<file path="src/rtl/sdc_params.svh">
// constants of the step and direction command decoder
`ifndef SDC_PARAMS_SVH
`define SDC_PARAMS_SVH
`define SDC_ADDR_W 8
`define SDC_REG_CFG 8'h00
`define SDC_REG_STATUS 8'h04
`define SDC_REG_POS 8'h08
`define SDC_CFG_MODE_BIT 0
`define SDC_CFG_POL_BIT 1
`define SDC_ST_GATE_BIT 0
`define SDC_ST_DIR_BIT 1
`define SDC_RESP_OKAY 2'h0
`define SDC_RESP_SLVERR 2'h2
`define SDC_NUM_CH 3
`define SDC_CH_STEP 0
`define SDC_CH_DIR 1
`define SDC_CH_GATE 2
// gate channel resets high so a line nobody drives counts as enabled
`define SDC_SYNC_RST 3'h4
`endif

</file>
<file path="src/rtl/sdc_pkg.sv">
// types of the step and direction command decoder
package sdc_pkg;
  typedef enum logic {
    single_pulse_mode = 1'b0,
    dual_pulse_mode = 1'b1
  } sdc_mode_t;
  typedef enum logic {
    sdc_pol_rising = 1'b0,
    sdc_pol_falling = 1'b1
  } sdc_pol_t;
endpackage

</file>
<file path="src/rtl/sdc_sync_if.sv">
// synchronised levels and edges passed from the input stage to the decoder
`timescale 1ns/1ps
interface sdc_sync_if #(parameter int NCH = 3);
  logic [NCH-1:0] lvl;
  logic [NCH-1:0] rise;
  logic [NCH-1:0] fall;
  modport src (output lvl, output rise, output fall);
  modport dst (input lvl, input rise, input fall);
endinterface

</file>
<file path="src/rtl/sdc_top.sv">
// step and direction command decoder with an AXI4-Lite register slave
//
// The placing of the registers and register access over AXI4-Lite were left to the implementer.
`timescale 1ns/1ps
`include "sdc_params.svh"
// Behaviours
// Behaviour
// single mode steps on chosen step edge
// single mode direction line level picks rotation
// dual mode step line pulses step clockwise
// dual mode direction line pulses step counter-clockwise
// controller holds step pulse over 7.5 us
// controller sets direction 5 us before edge
// gate high enables drive, low disables
// undriven gate line counts as enabled
// defaults are single mode, rising edge
// controller changes gate 5 us before direction
// controller keeps step low 7.5 us
// synchronise inputs, one step per edge; coincident dual mode edges on both lines give no step
module sdc_top #(
  parameter int POS_W = 32
) (
  // clock and reset
  input wire logic mclk_i,
  input wire logic rst_i,
  // command lines
  input wire logic step_pulse_in_i,
  input wire logic direction_in_i,
  input wire logic drive_gate_in_i,
  // motion outputs
  output logic step_o,
  output logic dir_o,
  output logic enabled_o,
  // axi4-lite write
  input wire logic [`SDC_ADDR_W-1:0] s_axi_awaddr,
  input wire logic s_axi_awvalid,
  output logic s_axi_awready,
  input wire logic [31:0] s_axi_wdata,
  input wire logic [3:0] s_axi_wstrb,
  input wire logic s_axi_wvalid,
  output logic s_axi_wready,
  output logic [1:0] s_axi_bresp,
  output logic s_axi_bvalid,
  input wire logic s_axi_bready,
  // axi4-lite read
  input wire logic [`SDC_ADDR_W-1:0] s_axi_araddr,
  input wire logic s_axi_arvalid,
  output logic s_axi_arready,
  output logic [31:0] s_axi_rdata,
  output logic [1:0] s_axi_rresp,
  output logic s_axi_rvalid,
  input wire logic s_axi_rready
);
  sdc_sync_if #(.NCH(`SDC_NUM_CH)) sync ();
  sdc_pkg::sdc_mode_t cfg_mode;
  sdc_pkg::sdc_pol_t cfg_pol;
  logic [POS_W-1:0] pos;
  logic [`SDC_ADDR_W-1:0] aw_addr;
  logic [31:0] w_data;
  logic [3:0] w_strb;
  logic aw_got;
  logic w_got;
  logic step_edge;
  logic dir_edge;
  logic next_step;
  logic next_dir;

  sdc_sync #(.NCH(`SDC_NUM_CH), .RST_VAL(`SDC_SYNC_RST)) u_sync (
    .mclk_i(mclk_i),
    .rst_i(rst_i),
    .raw_i({drive_gate_in_i, direction_in_i, step_pulse_in_i}),
    .sync(sync)
  );

  // leading edge into the active level; falling polarity means active-low pulses
  assign step_edge = (cfg_pol == sdc_pkg::sdc_pol_falling) ?
    sync.fall[`SDC_CH_STEP] : sync.rise[`SDC_CH_STEP];
  assign dir_edge = (cfg_pol == sdc_pkg::sdc_pol_falling) ?
    sync.fall[`SDC_CH_DIR] : sync.rise[`SDC_CH_DIR];

  always_comb begin
    next_step = 1'b0;
    next_dir = dir_o;
    if (cfg_mode == sdc_pkg::single_pulse_mode) begin
      next_step = step_edge;
      next_dir = sync.lvl[`SDC_CH_DIR];
    end else if (step_edge != dir_edge) begin
      // coincident pulses on both lines cancel rather than pick a winner
      next_step = 1'b1;
      next_dir = step_edge;
    end
    if (!sync.lvl[`SDC_CH_GATE]) begin
      next_step = 1'b0;
    end
  end

  always_ff @(posedge mclk_i or posedge rst_i) begin
    if (rst_i) begin
      step_o <= 1'b0;
      dir_o <= 1'b1;
      enabled_o <= 1'b1;
    end else begin
      step_o <= next_step;
      dir_o <= next_dir;
      enabled_o <= sync.lvl[`SDC_CH_GATE];
    end
  end

  // position follows the issued steps, clockwise counts up
  always_ff @(posedge mclk_i or posedge rst_i) begin
    if (rst_i) begin
      pos <= '0;
    end else if (next_step) begin
      pos <= next_dir ? pos + POS_W'(1) : pos - POS_W'(1);
    end
  end

  // write address and data are caught in either order
  always_ff @(posedge mclk_i or posedge rst_i) begin
    if (rst_i) begin
      s_axi_awready <= 1'b0;
      aw_got <= 1'b0;
      aw_addr <= '0;
    end else begin
      s_axi_awready <= !s_axi_awready && s_axi_awvalid && !aw_got && !s_axi_bvalid;
      if (s_axi_awready && s_axi_awvalid) begin
        aw_got <= 1'b1;
        aw_addr <= s_axi_awaddr;
      end else if (aw_got && w_got) begin
        aw_got <= 1'b0;
      end
    end
  end

  always_ff @(posedge mclk_i or posedge rst_i) begin
    if (rst_i) begin
      s_axi_wready <= 1'b0;
      w_got <= 1'b0;
      w_data <= '0;
      w_strb <= '0;
    end else begin
      s_axi_wready <= !s_axi_wready && s_axi_wvalid && !w_got && !s_axi_bvalid;
      if (s_axi_wready && s_axi_wvalid) begin
        w_got <= 1'b1;
        w_data <= s_axi_wdata;
        w_strb <= s_axi_wstrb;
      end else if (aw_got && w_got) begin
        w_got <= 1'b0;
      end
    end
  end

  always_ff @(posedge mclk_i or posedge rst_i) begin
    if (rst_i) begin
      cfg_mode <= sdc_pkg::single_pulse_mode;
      cfg_pol <= sdc_pkg::sdc_pol_rising;
      s_axi_bvalid <= 1'b0;
      s_axi_bresp <= `SDC_RESP_OKAY;
    end else if (aw_got && w_got) begin
      s_axi_bvalid <= 1'b1;
      s_axi_bresp <= `SDC_RESP_OKAY;
      if (aw_addr[`SDC_ADDR_W-1:2] == `SDC_REG_CFG >> 2) begin
        if (w_strb[0]) begin
          cfg_mode <= sdc_pkg::sdc_mode_t'(w_data[`SDC_CFG_MODE_BIT]);
          cfg_pol <= sdc_pkg::sdc_pol_t'(w_data[`SDC_CFG_POL_BIT]);
        end
      end else if (aw_addr[`SDC_ADDR_W-1:2] != `SDC_REG_STATUS >> 2 &&
                   aw_addr[`SDC_ADDR_W-1:2] != `SDC_REG_POS >> 2) begin
        s_axi_bresp <= `SDC_RESP_SLVERR;
      end
    end else if (s_axi_bvalid && s_axi_bready) begin
      s_axi_bvalid <= 1'b0;
    end
  end

  always_ff @(posedge mclk_i or posedge rst_i) begin
    if (rst_i) begin
      s_axi_arready <= 1'b0;
      s_axi_rvalid <= 1'b0;
      s_axi_rdata <= '0;
      s_axi_rresp <= `SDC_RESP_OKAY;
    end else begin
      s_axi_arready <= !s_axi_arready && s_axi_arvalid && !s_axi_rvalid;
      if (s_axi_arready && s_axi_arvalid) begin
        s_axi_rvalid <= 1'b1;
        s_axi_rresp <= `SDC_RESP_OKAY;
        s_axi_rdata <= '0;
        unique case (s_axi_araddr[`SDC_ADDR_W-1:2])
          `SDC_REG_CFG >> 2: begin
            s_axi_rdata[`SDC_CFG_MODE_BIT] <= cfg_mode;
            s_axi_rdata[`SDC_CFG_POL_BIT] <= cfg_pol;
          end
          `SDC_REG_STATUS >> 2: begin
            s_axi_rdata[`SDC_ST_GATE_BIT] <= enabled_o;
            s_axi_rdata[`SDC_ST_DIR_BIT] <= dir_o;
          end
          `SDC_REG_POS >> 2: begin
            s_axi_rdata[POS_W-1:0] <= pos;
          end
          default: begin
            s_axi_rresp <= `SDC_RESP_SLVERR;
          end
        endcase
      end else if (s_axi_rvalid && s_axi_rready) begin
        s_axi_rvalid <= 1'b0;
      end
    end
  end
endmodule

</file>
<file path="src/rtl/sdc_sync.sv">
// input synchronisers and edge detectors, one per command line
`timescale 1ns/1ps
`include "sdc_params.svh"
module sdc_sync #(
  parameter int NCH = `SDC_NUM_CH,
  parameter logic [NCH-1:0] RST_VAL = `SDC_SYNC_RST
) (
  // clock and reset
  input wire logic mclk_i,
  input wire logic rst_i,
  // raw lines
  input wire logic [NCH-1:0] raw_i,
  // synchronised view
  sdc_sync_if.src sync
);
  genvar g;
  generate
    for (g = 0; g < NCH; g++) begin : g_ch
      logic meta;
      logic stable;
      logic last;
      always_ff @(posedge mclk_i or posedge rst_i) begin
        if (rst_i) begin
          meta <= RST_VAL[g];
          stable <= RST_VAL[g];
          last <= RST_VAL[g];
        end else begin
          meta <= raw_i[g];
          stable <= meta;
          last <= stable;
        end
      end
      // only the second and third stages feed the edge logic
      assign sync.lvl[g] = stable;
      assign sync.rise[g] = stable & ~last;
      assign sync.fall[g] = ~stable & last;
    end
  endgenerate
endmodule

</file>
<file path="config.mk">
export PLATFORM = sky130hd
export DESIGN_NAME = sdc_top
export DESIGN_NICKNAME = d
export VERILOG_FILES = /design/src/rtl/sdc_pkg.sv /design/src/rtl/sdc_sync_if.sv /design/src/rtl/sdc_top.sv /design/src/rtl/sdc_sync.sv
export VERILOG_INCLUDE_DIRS = /design/src /design/src/rtl
export SDC_FILE = /design/constraint.sdc
export NUM_CORES = 1
export LEC_CHECK = 0
export BUFFER_PORTS_ARGS = -buffer_cell sky130_fd_sc_hd__buf_2
export CORE_MARGIN = 10
export CORE_UTILIZATION = 40
export DETAILED_ROUTE_END_ITERATION = 12
export PLACE_DENSITY = 0.69
export SLEW_MARGIN = 20
export SYNTH_ARGS = -nofsm -noshare
export SYNTH_HDL_FRONTEND = slang
export SYNTH_SLANG_ARGS = --single-unit
export TNS_END_PERCENT = 100
</file>
<file path="constraint.sdc">
create_clock -name mclk_i -period 14.2 [get_ports mclk_i]
set_clock_uncertainty 0.15 [all_clocks]
set_input_delay 3.55 -clock mclk_i [delete_from_list [all_inputs] [get_ports mclk_i]]
set_output_delay 3.55 -clock mclk_i [all_outputs]
set_load 0.01 [all_outputs]
</file>
==> flow_summary.ini, run 1 <==
[critical_path]
cp-end-kind = register
path_delay_family = simple AND/OR/NAND/NOR gates
crit_top_cell = or4_4
crit_fanout = 33
max_stage_delay_ns = 0.66
worst-path-stages = 15
startpoint = u_sync.g_ch[1].stable$_DFF_PP0_
path_cells = nor2b_1, o22ai_1, o41a_1, nor2_8, inv_1, xnor2_1, ha_1, or4_4, or4_4, or4b_4, a31oi_4, nor3_1, a21oi_1, nor2_1, xor2_1
worstPathRequired_ns = 14.28
cp.arrival_ns = 5.42
start_kind = register
r2r_setup_slack_ns = 8.86
cp.buffers_inverters = 1
cp_slowest_cell = o41a_1
path_class = register to register
endpoint = pos[12]$_DFFE_PP0P_
rr_startpoint = u_sync.g_ch[1].stable$_DFF_PP0_
rr_endpoint = pos[12]$_DFFE_PP0P_
r2r_cells = 15

[synth]
synth_seq_area_share_pct = 47.43
syn_area_mm2 = 0.005022
synthCells = 508
synthTopCellsByCount = 91 x dfrtp_1, 43 x nand2_1, 37 x nor2_1
synthTopCellsByArea = dfrtp_1 45%, a22o_1 5.6%, nand2_1 3.2%, mux2_2 3.1%, xor2_1 3.1%
synth_top_flop_cell = dfrtp_1
synth_top_cell_area_share_pct = 45.34
yosys_warnings = 0
synth_edf_count = 0
ys_ff_latch = 95
synth_most_common_cell = dfrtp_1
post_synth_num_cell_types = 61
syn_avg_cell_area_um2 = 9.886
synth_async_sr_flop_share_pct = 100.0
yosysTopAreaCell = dfrtp_1

[clock_network]
worstSkewPairLatency_ns = 0.35
hold_buffers = 0
cts_buffer_depth = 2
cts_tree = yes
htree_num_levels = 3
clk_pin_slew_worst_paths_ns = 0.06
post_cts_buffers = 0
cts_buffers = 9
cts_num_sinks = 95
cts_resized = 0
cts_root_buffer = clkbuf_16

[timing]
worst_slew_pin_slew_ns = 1.031
relSlewSlack_pct = 31.21
finalHoldViolCount = 0
setup_viol = 0
rsz0062_at_grt = no
period_share_pct = 37.60
finalSetupTns_ns = 0
drv_slew = 0
fmax_mhz = 187.3
period_needed_ns = 5.340

[pwr]
p_leak_nw = 2.560
peakVddDrop_mv = 0.06474
powerDensity_mw_per_mm2 = 152.3

[grt]
grt_pass1_vias = 4057
grt-ovfl-total = 0
use_met1_pct = 19.12
grt_pass1_wl_mm = 21.25
top_usage_layer = met2
met2_usage_pct = 22.70
antenna_found_initial = 0
grtUsageTotal_pct = 14.66
grt_max_degree = 57
grt_use_met3_pct = 4.268

[finish]
drive_above_1_share_pct = 21.12
fillers = 1188
nets = 612
area_growth_pct = 13.28
stdcell_area_mm2 = 0.005689
antenna_cells = 0

[route]
via_per_inst = 5.528
num_vias = 3991
drt-total-wl_mm = 12.44
drc = 0
wire_per_inst_um = 17.23
drt_iter0_markers = 265
drtAntennaViolNets = 0
first_pass_iters = 4

[floorplan]
io_pins = 106
die_w_um = 132.1
die_h_um = 132.1
die_area_mm2 = 0.01744
rows = 40
core_area_mm2 = 0.01216
start_util_pct = 41.30

[placed_design]
io_buffers = 66
place.gp.congestion = 0.8873
place.detailed.hpwl_mm = 8.735
place_area_mm2 = 0.005423

[flow_run]
cap_violations = 0

[min_path]
holdCritPathClass = register to register
whs_path_depth = 0

[outcome]
outcome = finished, final reports clean
-- through the flow --
step           util [%]  worst slack [ns]  hold WS (ns)   power, W  cells
2_1_floorplan         -             8.030        0.1812  0.0005825    509
3_3_place_gp      44.59             8.737        0.1822  0.0006400    706
6_report          46.78             8.860        0.1983  0.0008664    722
3_5_place_dp      44.59             8.686        0.1855  0.0006487    706
5_1_grt           46.78             8.521        0.2053  0.0009234    722
4_1_cts           46.78             8.893        0.2000  0.0008715    722
-- cell usage in the layout (no fill, tap or decap), types with 3 or more instances in the layout --
cell,n
o211ai_1,4
nand2b_1,5
mux2i_1,13
nor2_1,37
clkbuf_16,9
a211oi_1,3
or4_1,7
nor3_1,16
mux2_2,14
o22ai_1,8
and3_1,19
nand4_1,9
buf_2,66
o21ai_0,12
clkinvlp_4,3
nor2b_1,3
buf_4,5
clkinv_2,4
nor4b_1,3
or3_1,5
a22o_1,32
dfrtp_1,91
inv_1,7
xnor2_1,12
xor2_1,18
nand3_1,22
dfstp_2,4
nand4b_1,4
nand2_1,43
nor4_1,12
a31oi_1,3
a21oi_1,23
-- where the power goes --
part / leakage [nW] / internal, W / switching (W)
Combinational: 1.22 / 0.0000949 / 0.000126
Sequential: 1.21 / 0.000328 / 0.0000989
Clock: 0.124 / 0.000118 / 0.000102
Total: 2.56 / 0.000540 / 0.000326
-- registers in the layout, indices dropped and copies added (netlist names), 2 cells and up --
register / cells
u_sync.g_ch.last: 2
u_sync.g_ch.stable: 3
u_sync.g_ch.meta: 3
s_axi_rdata: 32
w_data: 2
aw_addr: 6
pos: 32
-- final cells by class --
cell class / instances / area [um^2] / share of cell area [%]
clock buffer: 10 / 229.0 / 4.025
clock inverter: 6 / 37.54 / 0.6598
inverter: 8 / 31.28 / 0.5498
multi-input combinational: 364 / 2431 / 42.73
sequential: 95 / 2382 / 41.87
tap: 168 / 210.2 / 3.695
timing repair buffer: 71 / 367.9 / 6.466
-- worst min-delay path by stage --
| stage | from | endpoint | slack [ns] |
|---|---|---|---|
| after floorplan | u_sync.g_ch[0].meta$_DFF_PP0_ | u_sync.g_ch[0].stable$_DFF_PP0_ | 0.18 |
| after global placement | u_sync.g_ch[0].meta$_DFF_PP0_ | u_sync.g_ch[0].stable$_DFF_PP0_ | 0.18 |
| after detailed placement | u_sync.g_ch[1].meta$_DFF_PP0_ | u_sync.g_ch[1].stable$_DFF_PP0_ | 0.19 |
| after CTS | u_sync.g_ch[1].meta$_DFF_PP0_ | u_sync.g_ch[1].stable$_DFF_PP0_ | 0.20 |
| after global routing | u_sync.g_ch[0].meta$_DFF_PP0_ | u_sync.g_ch[0].stable$_DFF_PP0_ | 0.21 |
| final | u_sync.g_ch[1].meta$_DFF_PP0_ | u_sync.g_ch[1].stable$_DFF_PP0_ | 0.20 |
-- layer usage --
metal	part of all wire [%]	wire [um]	vias up
li1	-	-	1951
met1	47	5801	1944
met2	47	5867	87
met3	5.2	647	9
met4	0.97	121	0
met5	0	0	-
-- kinds of logic after synthesis --
family / synth area share, %
and+or+nand+nor: 21.20
buffers and inverters: 4.310
other: 0.07467
DFF: 47.43
adders and majority gates: 0.2491
muxes: 5.730
AOI/OAI and AO/OA: 15.77
xor gates and xnor gates: 5.232
Note: power is estimated with default switching activity, not from simulation.
==> inputs of run 2 (changes only) <==
clock period = 4.92 ns   (was 14.2 ns; I/O delays follow)
==> run 2 against run 1 <==
Compared with the run above:
- worst setup slack got worse by 8.3 ns
- register-to-register slack lost 8.3 ns
- global-route usage shrank 0.50 points
- sequential share of layout area shrank 0.30 points
- clock power increased to 2.9 times the previous value
- core utilization is 0.34 points higher
- critical path depth is 1 lower
- maximum frequency increased by 22%
- combinational power grew to 2.9 times the previous value
- critical path type unchanged
- largest power group unchanged
==> flow_summary.ini, run 2 (synthesis results as in run 1) <==
[critical_path]
crit_fanout = 8
r2r_cells = 14
max_stage_delay_ns = 0.64
cp-end-kind = register
path_cells = nor2b_1, o22ai_1, o41a_1, nor2_8, inv_1, xnor2_1, ha_1, or4_4, or4_4, a31oi_1, a221o_1, a21boi_2, mux2_2, mux2_2
rr_startpoint = u_sync.g_ch[1].stable$_DFF_PP0_
worstPathRequired_ns = 5.00
cp.arrival_ns = 4.45
startpoint = u_sync.g_ch[1].stable$_DFF_PP0_
cp_slowest_cell = o41a_1
r2r_setup_slack_ns = 0.56
rr_endpoint = pos[20]$_DFFE_PP0P_
start_kind = register
path_class = register to register

[outcome]
outcome = finished, final reports clean

[finish]
stdcell_area_mm2 = 0.005731
nets = 615
drive_above_1_share_pct = 21.72
area_growth_pct = 14.10
antenna_cells = 0
multi_input_area_mm2 = 0.002431
seq_area_mm2 = 0.002382
mostFrequentLayoutCells = 91 x dfrtp_1, 66 x buf_2, 43 x nand2_1
final_common_cell = dfrtp_1
fillers = 1125
top_regs = pos (32), s_axi_rdata (32), aw_addr (6)
final_util_pct = 47.12

[clock_network]
cts_resized = 0
clk_pin_slew_worst_paths_ns = 0.07
post_cts_buffers = 0
hold_buffers = 0
htree_num_levels = 3
cts_num_sinks = 95
cts_buffer_depth = 2
worstSkewPairLatency_ns = 0.35
cts_root_buffer = clkbuf_16
cts_buffers = 9
cts_tree = yes

[pwr]
clockPowerShare_pct = 25.6
p_leak_nw = 2.586
power_switching_w = 0.0009422
switching_share_pct = 37.51
peakVddDrop_mv = 0.2752
comb_power_share_pct = 25.6
pwr-share-seq_pct = 48.8
powerDensity_mw_per_mm2 = 438.3
intPower_w = 0.001570

[grt]
grt-ovfl-total = 0
grt_pass1_wl_mm = 20.71
grt_max_degree = 96
grtUsageTotal_pct = 14.15
antenna_found_initial = 0
grt_pass1_vias = 4076

[route]
via_per_inst = 5.585
drtAntennaViolNets = 0
drt_iter0_markers = 295
drc = 0
wire_per_inst_um = 16.84
num_vias = 4049
drt-total-wl_mm = 12.21
first_pass_iters = 4

[placed_design]
io_buffers = 66
place.gp.congestion = 0.9017
place.detailed.hpwl_mm = 8.508
place_area_mm2 = 0.005458

[timing]
drv_slew = 0
fmax_mhz = 229.2
worst_slew_pin_slew_ns = 0.9995
period_share_pct = 88.68
hold_slack_ns = 0.1989
finalSetupTns_ns = 0
setup_viol = 0
rsz0062_at_grt = no
finalHoldViolCount = 0
period_needed_ns = 4.363
relSlewSlack_pct = 33.14

[min_path]
hold-path-endpoint = u_sync.g_ch[0].stable$_DFF_PP0_
holdCritPathClass = register to register
whs_path_depth = 0
min_from = u_sync.g_ch[0].meta$_DFF_PP0_

[flow_run]
cap_violations = 0

[floorplan]
die_h_um = 132.1
die_area_mm2 = 0.01744
die_w_um = 132.1
io_pins = 106
core_area_mm2 = 0.01216
rows = 40
start_util_pct = 41.30
-- run 2: changes by cell type in the layout (fill, tap and decap cells not counted) --
cell,before,now
inv_6,0,2
buf_4,5,7
clkinvlp_4,3,2
buf_12,0,1
clkbuf_1,1,0
-- run 2: layout make-up --
type / count / area share (%)
tap: 168 / 3.668
clock buffer: 9 / 3.930
timing repair buffer: 74 / 7.031
inverter: 8 / 0.5459
clock inverter: 7 / 0.8297
multi-input combinational: 364 / 42.42
sequential: 95 / 41.57
-- run 2: power groups by stage --
stage	clock (W)	sequential [W]	combinational, W
finish	0.000644	0.00122	0.000643
global route	0.000700	0.00127	0.000717
CTS	0.000667	0.00122	0.000645
detailed placement	0	0.00124	0.000642
global placement	0	0.00123	0.000627
floorplan	0	0.00106	0.000619
-- run 2: routing by layer --
metal  wire [um]  vias to the layer above  part of all wire, %  track usage, %
met5           0                        -                    0               0
met3         763                       19                  6.2           3.811
met4         263                        0                  2.2           6.304
met1        5571                     1941                   46           18.47
li1            -                     1954                    -               -
met2        5612                      135                   46           21.40
-- run 2: through the flow --
step           setup slack [ns]  power, W  std cells
6_report                 0.5569  0.002512        725
5_1_grt                  0.2806  0.002681        725
4_1_cts                  0.5649  0.002534        725
3_5_place_dp             0.5817  0.001877        709
3_3_place_gp             0.6262  0.001854        709
2_1_floorplan            0.4659  0.001681        509
-- run 2: critical path: cells and delay by family, from the launching register on --
family | cells | cell delay [ns]
AO/OA/AOI/OAI | 5 | 1.48
AND/OR/NAND/NOR | 4 | 1.27
multiplexers | 2 | 0.52
flip-flops | 1 | 0.41
adder cells (fa/ha/maj) | 1 | 0.22
XOR/XNOR | 1 | 0.12
buffers and inverters | 1 | 0.07
-- run 2: worst max path at each step --
stage                     slack [ns]                  end
after floorplan                 0.47  pos[12]$_DFFE_PP0P_
after global placement          0.63  pos[12]$_DFFE_PP0P_
after detailed placement        0.58  pos[12]$_DFFE_PP0P_
after CTS                       0.56  pos[12]$_DFFE_PP0P_
after global routing            0.28  pos[12]$_DFFE_PP0P_
final                           0.56  pos[20]$_DFFE_PP0P_
==> inputs of run 3 (changes only) <==
CORE_UTILIZATION = 55   (was 40)
HOLD_SLACK_MARGIN = 0.12   (was unset)
PLACE_DENSITY = 0.87   (was 0.69)
==> run 3 against run 2 <==
Compared with the run above:
- routed wire length decreased by 2.7%
- core utilization increased by 16 points
- maximum frequency decreased by 0.80%
- register-to-register slack got worse by 0.04 ns
- critical path depth increased by 1
- final cell count decreased by 8.3%
- die area decreased by 23%
- first-iteration DRC count increased by 19%
- non-clock buffer count unchanged
- clock-buffer cell count increased by 1
- largest power group unchanged
- highest routed layer unchanged
==> flow_summary.ini, run 3 (synthesis results as in run 1) <==
[route]
drt_iter0_markers = 351
via_per_inst = 6.277
drt-total-wl_mm = 11.88
drc = 0
drtAntennaViolNets = 0
num_vias = 4174
first_pass_iters = 5
wire_per_inst_um = 17.87

[critical_path]
max_stage_delay_ns = 0.63
cp-end-kind = register
crit_fanout = 8
path_cells = nor2b_1, o22ai_1, o41a_1, nor2_8, inv_1, xnor2_1, ha_1, or4_4, or4_4, or4b_4, a31oi_4, nor3_1, a21oi_1, nor2_1, xor2_1
path_class = register to register
rr_startpoint = u_sync.g_ch[1].stable$_DFF_PP0_
cp_slowest_cell = o41a_1
rr_endpoint = pos[12]$_DFFE_PP0P_
worstPathRequired_ns = 5.01
cp.buffers_inverters = 1
r2r_cells = 15
start_kind = register
r2r_setup_slack_ns = 0.52
cp.arrival_ns = 4.49
path_delay_family = simple AND/OR/NAND/NOR gates
crit_top_cell = or4_4

[finish]
fillers = 698
antenna_cells = 0
seq_area_mm2 = 0.002382
multi_input_area_mm2 = 0.002432
top_regs = pos (32), s_axi_rdata (32), aw_addr (6)
final_util_pct = 63.51
mostFrequentLayoutCells = 91 x dfrtp_1, 66 x buf_2, 43 x nand2_1
area_growth_pct = 11.36
nets = 615
final_common_cell = dfrtp_1
drive_above_1_share_pct = 21.72

[timing]
rsz0062_at_grt = no
finalHoldViolCount = 0
finalSetupTns_ns = 0
drv_slew = 0
period_needed_ns = 4.398
relSlewSlack_pct = 37.49
fmax_mhz = 227.4
setup_viol = 0
worst_slew_pin_slew_ns = 0.9345
period_share_pct = 89.39

[clock_network]
htree_num_levels = 3
cts_buffer_depth = 2
cts_resized = 0
hold_buffers = 0
cts_num_sinks = 95
worstSkewPairLatency_ns = 0.38
cts_buffers = 9
clk_pin_slew_worst_paths_ns = 0.09
cts_tree = yes
post_cts_buffers = 0
cts_root_buffer = clkbuf_8

[floorplan]
core_area_mm2 = 0.008806
io_pins = 106
rows = 34
die_area_mm2 = 0.01335
die_w_um = 115.6
die_h_um = 115.6
start_util_pct = 57.03

[grt]
grt-ovfl-total = 0
grt_pass1_wl_mm = 19.87
grt_use_met3_pct = 4.755
antenna_found_initial = 0
use_met1_pct = 23.29
top_usage_layer = met2
grt_pass1_vias = 4132
grt_max_degree = 42
met2_usage_pct = 28.95
grtUsageTotal_pct = 18.24

[pwr]
power_w = 0.002440
powerDensity_mw_per_mm2 = 436.2
peakVddDrop_mv = 0.2659
p_leak_nw = 2.556

[min_path]
whs_path_depth = 0
min_from = u_sync.g_ch[1].meta$_DFF_PP0_
holdCritPathClass = register to register
hold-path-endpoint = u_sync.g_ch[1].stable$_DFF_PP0_

[placed_design]
io_buffers = 66
place.gp.congestion = 0.9558
place.detailed.hpwl_mm = 8.525

[outcome]
outcome = finished, final reports clean

[flow_run]
cap_violations = 0
## run 3: cell types whose count changed in the layout (fill, tap and decap cells not counted), sizes merged
| cell | previous run | this run |
|---|---|---|
| bufinv | 0 | 2 |
| clkbuf | 9 | 10 |
| clkinv | 4 | 3 |
| clkinvlp | 2 | 1 |
| inv | 9 | 8 |
## run 3: worst register-to-register path, stage by stage (launching register included)
cell and delay, ns:
dfrtp_1 0.42, nor2b_1 0.26, o22ai_1 0.17, o41a_1 0.63
nor2_8 0.15, inv_1 0.07, xnor2_1 0.12, ha_1 0.22
or4_4 0.44, or4_4 0.46, or4b_4 0.54, a31oi_4 0.22
nor3_1 0.07, a21oi_1 0.12, nor2_1 0.06, xor2_1 0.16
## run 3: routing by layer
metal	vias up	routed length, um
met3	26	836
met1	2029	5090
li1	1945	-
met2	174	5724
met4	0	231
met5	-	0
## run 3: how the worst max path moves through the flow
stage	from	to	slack (ns)	cells after the start
finish	u_sync.g_ch[1].stable$_DFF_PP0_	pos[12]$_DFFE_PP0P_	0.52	15
global route	u_sync.g_ch[1].stable$_DFF_PP0_	pos[16]$_DFFE_PP0P_	0.28	14
CTS	u_sync.g_ch[1].stable$_DFF_PP0_	pos[12]$_DFFE_PP0P_	0.53	15
detailed placement	u_sync.g_ch[1].stable$_DFF_PP0_	pos[12]$_DFFE_PP0P_	0.57	15
global placement	u_sync.g_ch[1].stable$_DFF_PP0_	pos[12]$_DFFE_PP0P_	0.63	15
floorplan	u_sync.g_ch[1].stable$_DFF_PP0_	pos[12]$_DFFE_PP0P_	0.47	18
## run 3: layout make-up
| class | instances | area share [%] |
|---|---|---|
| Clock inverter | 6 | 1.678 |
| Multi-Input combinational cell | 364 | 43.49 |
| Tap cell | 108 | 2.416 |
| Timing Repair Buffer | 74 | 6.980 |
| Clock buffer | 10 | 2.282 |
| Inverter | 8 | 0.5593 |
| Sequential cell | 95 | 42.60 |
## run 3: stage by stage
step | hold WS, ns | std cells | worst slack [ns] | cell area [um^2]
finish | 0.2092 | 665 | 0.5218 | 5593
global placement | 0.1891 | 649 | 0.6336 | 5370
detailed placement | 0.1951 | 649 | 0.5718 | 5370
global route | 0.2204 | 665 | 0.2819 | 5593
floorplan | 0.1812 | 509 | 0.4659 | 5026
CTS | 0.2147 | 665 | 0.5294 | 5592
## run 3: power by group
part	switching [W]	internal [W]	total, W	leakage [nW]
registers	0.000280	0.000944	0.00122	1.21
clock network	0.000278	0.000290	0.000567	0.107
logic	0.000368	0.000281	0.000648	1.24
